$ cat config.mk
export PLATFORM = sky130hd
export DESIGN_NAME = splr_readout
export DESIGN_NICKNAME = d
export VERILOG_FILES = /design/src/hdl/splr_pkg.sv /design/src/hdl/splr_peak_track.sv /design/src/hdl/splr_readout.sv
export VERILOG_INCLUDE_DIRS = /design/src /design/src/hdl
export SDC_FILE = /design/constraint.sdc
export NUM_CORES = 1
export LEC_CHECK = 0
export ABC_AREA = 1
export BUFFER_PORTS_ARGS = -buffer_cell sky130_fd_sc_hd__buf_2
export CORE_UTILIZATION = 50
export DETAILED_ROUTE_END_ITERATION = 16
export GPL_TIMING_DRIVEN = 0
export PLACE_DENSITY = 0.83
export RECOVER_POWER = 50
export SLEW_MARGIN = 15
export SYNTH_ARGS = -nofsm -noshare
export SYNTH_HDL_FRONTEND = slang
export SYNTH_SLANG_ARGS = --single-unit
$ cat constraint.sdc
create_clock -name clk -period 2.5 [get_ports clk]
set_input_delay 0.125 -clock clk [delete_from_list [all_inputs] [get_ports clk]]
set_output_delay 0.125 -clock clk [all_outputs]
set_load 0.1 [all_outputs]
$ cat src/hdl/splr_map.svh
// register offsets, reset values and field layout of the peak level readout
// assumes inclusion by bare name from the package, the peak tracker and the top module
`ifndef SPLR_MAP_SVH
`define SPLR_MAP_SVH
`define SPLR_ADDR_W 8
`define SPLR_DATA_W 8
`define SPLR_PEAK_W 16
`define SPLR_OFF_SEND_IN_LOW 8'h36
`define SPLR_OFF_SEND_IN_HIGH 8'h37
`define SPLR_OFF_RECV_OUT_LOW 8'h3A
`define SPLR_OFF_RECV_OUT_HIGH 8'h3B
`define SPLR_PEAK_RESET 16'h0000
`define SPLR_RDATA_RESET 8'h00
`define SPLR_LOW_LSB 0
`define SPLR_HIGH_LSB 8
`define SPLR_SAMPLE_ENA_TIME_NS 125000
`define SPLR_CLK_PERIOD_NS 10
`endif

$ cat src/hdl/splr_pkg.sv
// types shared by the peak level readout
// assumes splr_map.svh on the include path
`include "splr_map.svh"
package splr_pkg;
   typedef logic [`SPLR_PEAK_W-1:0] splr_peak_t;
   typedef logic [`SPLR_DATA_W-1:0] splr_byte_t;
   typedef logic [`SPLR_ADDR_W-1:0] splr_addr_t;
   typedef enum logic [1:0] {
      SPLR_SEL_NONE = 2'b00,
      SPLR_SEL_LOW = 2'b01,
      SPLR_SEL_HIGH = 2'b10
   } splr_sel_e;
endpackage : splr_pkg

$ cat src/hdl/splr_peak_track.sv
// one signed peak tracker: holds the largest magnitude sample seen
// assumes samples arrive with a one-cycle valid strobe, synchronous to clk
`timescale 1ns/100ps
`include "splr_map.svh"
module splr_peak_track (
   // clock and reset
   input wire logic clk,
   input wire logic rst_n,
   // sample stream
   input wire logic sample_valid,
   input wire splr_pkg::splr_peak_t sample,
   // held peak
   output splr_pkg::splr_peak_t peak
);
   splr_pkg::splr_peak_t peak_q;
   splr_pkg::splr_peak_t peak_d;

   function automatic logic [15:0] splr_mag(input logic [15:0] v);
      splr_mag = v[15] ? 16'(~v + 16'h0001) : v;
   endfunction : splr_mag

   always_comb begin
      peak_d = peak_q;
      if (sample_valid && (splr_mag(sample) > splr_mag(peak_q))) begin
         peak_d = sample;
      end
   end

   always_ff @(posedge clk or negedge rst_n) begin
      if (!rst_n) begin
         peak_q <= `SPLR_PEAK_RESET;
      end else begin
         peak_q <= peak_d;
      end
   end

   assign peak = peak_q;
endmodule : splr_peak_track

$ cat src/hdl/splr_readout.sv
// What this block does
// - receive-path output peak is measured at its reference point, readable by software
// - send-path input peak is measured at its reference point, readable by software
// - each peak is a 16-bit two's complement linear value
// - peak split in two byte registers: low byte first, high byte second
// - address 3Ah reads receive-output low byte, 3Bh its high byte
// - address 36h reads send-input low byte, 37h its high byte
//
// top of the peak level readout: two trackers and a read-only register port
// assumes a single 100 MHz clock and samples already in linear form
//
// The strobed register port was chosen for this implementation.
`timescale 1ns/100ps
`include "splr_map.svh"
module splr_readout (
   // clock and reset
   input wire logic clk,
   input wire logic rst_n,
   // receive output reference point stream
   input wire logic receive_output_ref_point_valid,
   input wire splr_pkg::splr_peak_t receive_output_ref_point,
   // send input reference point stream
   input wire logic send_input_ref_point_valid,
   input wire splr_pkg::splr_peak_t send_input_ref_point,
   // register port
   input wire splr_pkg::splr_addr_t reg_addr,
   input wire splr_pkg::splr_byte_t reg_wdata,
   input wire logic reg_wr,
   input wire logic reg_rd,
   output splr_pkg::splr_byte_t reg_rdata
);
   splr_pkg::splr_peak_t receive_output_peak_bits;
   splr_pkg::splr_peak_t send_input_peak_bits;
   splr_pkg::splr_byte_t rdata_q;
   splr_pkg::splr_byte_t rdata_d;

   // ****************************************
   // peak trackers
   // ****************************************
   splr_peak_track u_recv_out (
      .clk(clk),
      .rst_n(rst_n),
      .sample_valid(receive_output_ref_point_valid),
      .sample(receive_output_ref_point),
      .peak(receive_output_peak_bits)
   );

   splr_peak_track u_send_in (
      .clk(clk),
      .rst_n(rst_n),
      .sample_valid(send_input_ref_point_valid),
      .sample(send_input_ref_point),
      .peak(send_input_peak_bits)
   );

   // ****************************************
   // register read
   // ****************************************
   function automatic splr_pkg::splr_byte_t splr_half(input splr_pkg::splr_peak_t v,
                                                      input logic high);
      splr_half = high ? v[`SPLR_HIGH_LSB +: 8] : v[`SPLR_LOW_LSB +: 8];
   endfunction : splr_half

   // write data and write strobe are ignored: every register is read-only
   always_comb begin
      rdata_d = `SPLR_RDATA_RESET;
      if (reg_rd) begin
         case (reg_addr)
            `SPLR_OFF_RECV_OUT_LOW: rdata_d = splr_half(receive_output_peak_bits, 1'b0);
            `SPLR_OFF_RECV_OUT_HIGH: rdata_d = splr_half(receive_output_peak_bits, 1'b1);
            `SPLR_OFF_SEND_IN_LOW: rdata_d = splr_half(send_input_peak_bits, 1'b0);
            `SPLR_OFF_SEND_IN_HIGH: rdata_d = splr_half(send_input_peak_bits, 1'b1);
            default: rdata_d = `SPLR_RDATA_RESET;
         endcase
      end
   end

   always_ff @(posedge clk or negedge rst_n) begin
      if (!rst_n) begin
         rdata_q <= `SPLR_RDATA_RESET;
      end else begin
         rdata_q <= rdata_d;
      end
   end

   assign reg_rdata = rdata_q;

   // ****************************************
   // checks
   // ****************************************
   // magnitude of a signed sample; the most negative value gives 16'h8000
   function automatic logic [15:0] splr_abs(input splr_pkg::splr_peak_t v);
      splr_abs = v[15] ? 16'(~v + 16'h0001) : v;
   endfunction : splr_abs

   function automatic logic splr_mapped(input splr_pkg::splr_addr_t a);
      splr_mapped = (a == `SPLR_OFF_RECV_OUT_LOW) || (a == `SPLR_OFF_RECV_OUT_HIGH)
                    || (a == `SPLR_OFF_SEND_IN_LOW) || (a == `SPLR_OFF_SEND_IN_HIGH);
   endfunction : splr_mapped

   // ****************************************
   // read port checks
   // ****************************************
   chk_recv_low_read: assert property (
      @(posedge clk) disable iff (!rst_n)
      reg_rd && (reg_addr == `SPLR_OFF_RECV_OUT_LOW)
      |=> (reg_rdata == $past(receive_output_peak_bits[`SPLR_LOW_LSB +: 8])))
      else $error("receive low byte mismatch");

   chk_recv_high_read: assert property (
      @(posedge clk) disable iff (!rst_n)
      reg_rd && (reg_addr == `SPLR_OFF_RECV_OUT_HIGH)
      |=> (reg_rdata == $past(receive_output_peak_bits[`SPLR_HIGH_LSB +: 8])))
      else $error("receive high byte mismatch");

   chk_send_low_read: assert property (
      @(posedge clk) disable iff (!rst_n)
      reg_rd && (reg_addr == `SPLR_OFF_SEND_IN_LOW)
      |=> (reg_rdata == $past(send_input_peak_bits[`SPLR_LOW_LSB +: 8])))
      else $error("send low byte mismatch");

   chk_send_high_read: assert property (
      @(posedge clk) disable iff (!rst_n)
      reg_rd && (reg_addr == `SPLR_OFF_SEND_IN_HIGH)
      |=> (reg_rdata == $past(send_input_peak_bits[`SPLR_HIGH_LSB +: 8])))
      else $error("send high byte mismatch");

   chk_recv_high_sign: assert property (
      @(posedge clk) disable iff (!rst_n)
      reg_rd && (reg_addr == `SPLR_OFF_RECV_OUT_HIGH)
      |=> (reg_rdata[7] == $past(receive_output_peak_bits[`SPLR_PEAK_W-1])))
      else $error("receive sign bit not in high byte");

   chk_send_high_sign: assert property (
      @(posedge clk) disable iff (!rst_n)
      reg_rd && (reg_addr == `SPLR_OFF_SEND_IN_HIGH)
      |=> (reg_rdata[7] == $past(send_input_peak_bits[`SPLR_PEAK_W-1])))
      else $error("send sign bit not in high byte");

   chk_idle_zero: assert property (
      @(posedge clk) disable iff (!rst_n)
      !reg_rd |=> (reg_rdata == `SPLR_RDATA_RESET))
      else $error("read data without read strobe");

   chk_unmapped_zero: assert property (
      @(posedge clk) disable iff (!rst_n)
      reg_rd && !splr_mapped(reg_addr) |=> (reg_rdata == `SPLR_RDATA_RESET))
      else $error("unmapped read gave data");

   chk_write_ignored: assert property (
      @(posedge clk) disable iff (!rst_n)
      reg_wr && !receive_output_ref_point_valid && !send_input_ref_point_valid
      |=> $stable(receive_output_peak_bits) && $stable(send_input_peak_bits))
      else $error("write changed a peak");

   chk_read_no_effect: assert property (
      @(posedge clk) disable iff (!rst_n)
      reg_rd && !receive_output_ref_point_valid && !send_input_ref_point_valid
      ##1 reg_rd && $stable(reg_addr)
      |=> $stable(reg_rdata))
      else $error("repeated read gave another value");

   // ****************************************
   // tracker checks
   // ****************************************
   chk_recv_peak_tracks: assert property (
      @(posedge clk) disable iff (!rst_n)
      receive_output_ref_point_valid && (receive_output_ref_point == 16'h7FFF)
      && (splr_abs(receive_output_peak_bits) < 16'h7FFF)
      |=> (receive_output_peak_bits == 16'h7FFF))
      else $error("receive peak missed full scale");

   chk_send_peak_tracks: assert property (
      @(posedge clk) disable iff (!rst_n)
      send_input_ref_point_valid && (send_input_ref_point == 16'h7FFF)
      && (splr_abs(send_input_peak_bits) < 16'h7FFF)
      |=> (send_input_peak_bits == 16'h7FFF))
      else $error("send peak missed full scale");

   chk_neg_peak_kept: assert property (
      @(posedge clk) disable iff (!rst_n)
      send_input_ref_point_valid && (send_input_ref_point == 16'h8001)
      && (splr_abs(send_input_peak_bits) < 16'h7FFF)
      |=> send_input_peak_bits[15])
      else $error("negative peak lost sign");

   chk_recv_peak_rise: assert property (
      @(posedge clk) disable iff (!rst_n)
      receive_output_ref_point_valid
      && (splr_abs(receive_output_ref_point) > splr_abs(receive_output_peak_bits))
      |=> (receive_output_peak_bits == $past(receive_output_ref_point)))
      else $error("receive peak not replaced by larger sample");

   chk_send_peak_rise: assert property (
      @(posedge clk) disable iff (!rst_n)
      send_input_ref_point_valid
      && (splr_abs(send_input_ref_point) > splr_abs(send_input_peak_bits))
      |=> (send_input_peak_bits == $past(send_input_ref_point)))
      else $error("send peak not replaced by larger sample");

   chk_recv_peak_keep: assert property (
      @(posedge clk) disable iff (!rst_n)
      receive_output_ref_point_valid
      && (splr_abs(receive_output_ref_point) <= splr_abs(receive_output_peak_bits))
      |=> $stable(receive_output_peak_bits))
      else $error("receive peak replaced by smaller sample");

   chk_send_peak_keep: assert property (
      @(posedge clk) disable iff (!rst_n)
      send_input_ref_point_valid
      && (splr_abs(send_input_ref_point) <= splr_abs(send_input_peak_bits))
      |=> $stable(send_input_peak_bits))
      else $error("send peak replaced by smaller sample");

   chk_recv_peak_mono: assert property (
      @(posedge clk) disable iff (!rst_n)
      1'b1
      |=> (splr_abs(receive_output_peak_bits) >= $past(splr_abs(receive_output_peak_bits))))
      else $error("receive peak magnitude fell");

   chk_send_peak_mono: assert property (
      @(posedge clk) disable iff (!rst_n)
      1'b1
      |=> (splr_abs(send_input_peak_bits) >= $past(splr_abs(send_input_peak_bits))))
      else $error("send peak magnitude fell");

   chk_peak_held: assert property (
      @(posedge clk) disable iff (!rst_n)
      !receive_output_ref_point_valid && !send_input_ref_point_valid
      |=> $stable(receive_output_peak_bits) && $stable(send_input_peak_bits))
      else $error("peak moved without a sample");
endmodule : splr_readout

==> results.py <==
metrics = {
    "outcome": {
        "status": "complete, but fails checks",
        "violations": "negative setup slack",
    },
    "floorplanning": {
        "die_w_um": 93.19,
        "num_rows": 32,
        "die-area_um2": 8684,
        "coreArea_um2": 7888,
        "ios": 62,
        "die_h_um": 93.19,
        "start_util_pct": 52.71,
    },
    "placed_design": {
        "placedCellCount": 778,
        "portBuffers": 52,
        "place_area_um2": 4546,
        "pre_cts_ws_ps": -419.7,
        "place_hpwl_um": 8436,
        "gp_congestion": 0.9275,
    },
    "critical_path": {
        "reg2reg_slack_ps": -330,
        "worstReg2RegStart": "u_recv_out.peak[0]",
        "end_kind": "flop",
        "worstPathRequired_ps": 2750,
        "cp_max_fo": 7,
        "crit_type": "reg2reg",
        "r2r_end": "u_recv_out.peak[14]",
        "reg2regPathDepth": 16,
        "crit_arrival_ps": 3070,
        "cp-start-kind": "flop",
    },
    "clock_network": {
        "clock_latency_ps": 310,
        "root_buffer": "clkbuf_8",
        "clockBufferDepth": 2,
        "h-tree-depth": 2,
        "cts_sinks": 40,
        "clkTransAtPathRegs_ps": 90,
        "cts_tree": "yes",
        "cts_buffers": 5,
    },
    "logic_synthesis": {
        "avgSynthCellArea_um2": 6.663,
        "ys_types": 33,
        "synth_fp_nets": 714,
        "synth.area.top_cells": "dfrtp_1 (24%), nand2_1 (16%), ha_1 (11%)",
        "yosysTopAreaCell": "dfrtp_1",
        "ys_seq_area_share_pct": 24.07,
        "synth-seq-cells": 40,
        "synth_top_area_share_pct": 24.07,
        "synth_area_um2": 4158,
        "yosys_warnings": 0,
        "synthesis.instances": 624,
    },
    "detailed_routing": {
        "ant_nets": 0,
        "wl_per_cell_um": 16.58,
        "vias_per_cell": 5.802,
        "first_pass_iters": 5,
        "met2_length_um": 6589,
        "route.detailed.drc": 0,
        "routed_wl_um": 13740,
        "drt-met1-wl_um": 5294,
        "dr_wl_met3_um": 1239,
        "top_layer": "met4",
        "num_vias": 4810,
        "drt-initial-drc-count": 508,
    },
    "sta": {
        "relSlewSlack_pct": 22.58,
        "final_hold_viol_count": 0,
        "fmax_ghz": 0.3538,
        "worst_slew_pin_slew_ps": 1166,
        "rsz0062_at_grt": "yes",
        "finalSetupTns_ps": -7155,
        "period_share_pct": 113.1,
        "finalSetupViolCount": 32,
        "min_period_ps": 2826,
        "worst_hold_slack_ps": 74.45,
        "slew_viol_final": 0,
        "skew_ps": 15.97,
        "fin_ws_ps": -326.5,
    },
    "finish": {
        "area_growth_pct": 33.92,
        "stdcell_count": 829,
        "final_area_um2": 5568,
        "fin_nets": 816,
        "drive_above_1_share_pct": 33.56,
        "final_core_util_pct": 70.59,
        "antenna_cells": 0,
    },
    "min_path": {
        "hp-start": "send_input_ref_point[0]",
        "holdPathEnd": "u_send_in.peak[0]",
        "hold-path-cell-count": 3,
        "hp-class": "in2reg",
    },
    "power": {
        "p_total_mw": 7.074,
        "power_per_cell_area_nw_per_um2": 1271,
        "vdd_drop_max_mv": 0.6069,
        "leakage_nw": 2.841,
    },
    "global_routing": {
        "overflow": 0,
        "grt_max_degree": 41,
        "antenna_found_initial": 0,
        "grt_use_total_pct": 28.53,
        "grt_pass1_vias": 4453,
        "grt_pass1_wl_um": 19770,
    },
    "run": {
        "drv_cap": 0,
    },
}
flip-flops by register name, indices dropped and copies added (netlist names):
register	cells
reg_rdata	8
u_recv_out.peak	16
u_send_in.peak	16
critical path, cell delays in order (launching register included):
cell     delay (ps)
dfrtp_1         430
inv_2           140
nand3_4         110
nor3_1          230
or2_2           180
xor2_1          230
inv_1           100
ha_1            300
nand2_1          90
nor2_4          120
nand4_1         120
o21a_1          200
buf_6           140
nand2_8         110
buf_16          140
nand2_2          60
nand2_1          80
worst max path at each step:
stage	from	to	cells past startpoint
after floorplan	u_send_in.peak[0]	u_send_in.peak[10]	20
after CTS	u_send_in.peak[0]	u_send_in.peak[13]	21
after global routing	u_recv_out.peak[0]	u_recv_out.peak[14]	16
after global placement	u_send_in.peak[0]	u_send_in.peak[14]	19
after detailed placement	u_send_in.peak[0]	u_send_in.peak[13]	19
final	u_recv_out.peak[0]	u_recv_out.peak[14]	16
Yosys cell counts, drive strengths merged:
master and n:
nand2 197, inv 86, nor2 62, nand3 56, dfrtp 40, ha 36, xor2 34, o21ai 23
o22ai 16, a21oi 13, nand4 13, nor3 13, buf 9, xnor2 6, clkbuf 3, nand3b 3
o211ai 3, a21o 2, clkinv 2, nor4 2, o21a 2, a31oi 1, o31ai 1, or2 1
routing by layer:
metal / up-vias / GRT usage, %
li1: 2219 / -
met1: 2245 / 35.64
met2: 279 / 51.04
met3: 67 / 3.252
met4: 0 / 9.103
met5: - / 0
timing repair:
action,CTS,global route
endpoints found under the setup margin,32,32
hold buffers,1,0
resized for setup,67,87
gates cloned,4,0
endpoints found under the hold margin,40,0
pin swaps,31,39
setup buffers,26,12
layout by cell type (no fill, tap or decap), types with 11 or more instances in the layout:
cell type and n:
a21oi_1 11, buf_2 49, buf_4 34, buf_6 11, dfrtp_1 34, ha_1 29
inv_1 68, inv_2 18, nand2_1 138, nand2_2 37, nand2_4 20, nand3_1 38
nand3_2 16, nand4_1 13, nor2_1 48, o21ai_0 17, o22ai_1 16, xor2_1 32
cell type report:
class	instances	area, um^2
plain buffers	12	123.9
clock buffers	6	82.58
clock inverters	2	38.79
fillers	551	2320
inverters	88	331.6
multi-input cells	484	3207
flip-flops and latches	40	1008
well taps	102	127.6
repair buffers	95	648.1
report_power, final:
part	internal, mW	leakage [nW]	switching (mW)
registers	0.909	0.502	0.368
logic	2.12	2.28	3.09
clock network	0.327	0.0614	0.262
cell families after synthesis:
family,count (synthesis),share of synthesized area [%]
compound gates,61,8.336
xor+xnor,40,8.426
fa+ha+maj,36,10.83
buf+inv,100,10.62
flops,40,24.07
simple gates,347,37.71
No activity file was read; power rests on OpenSTA's default activity.
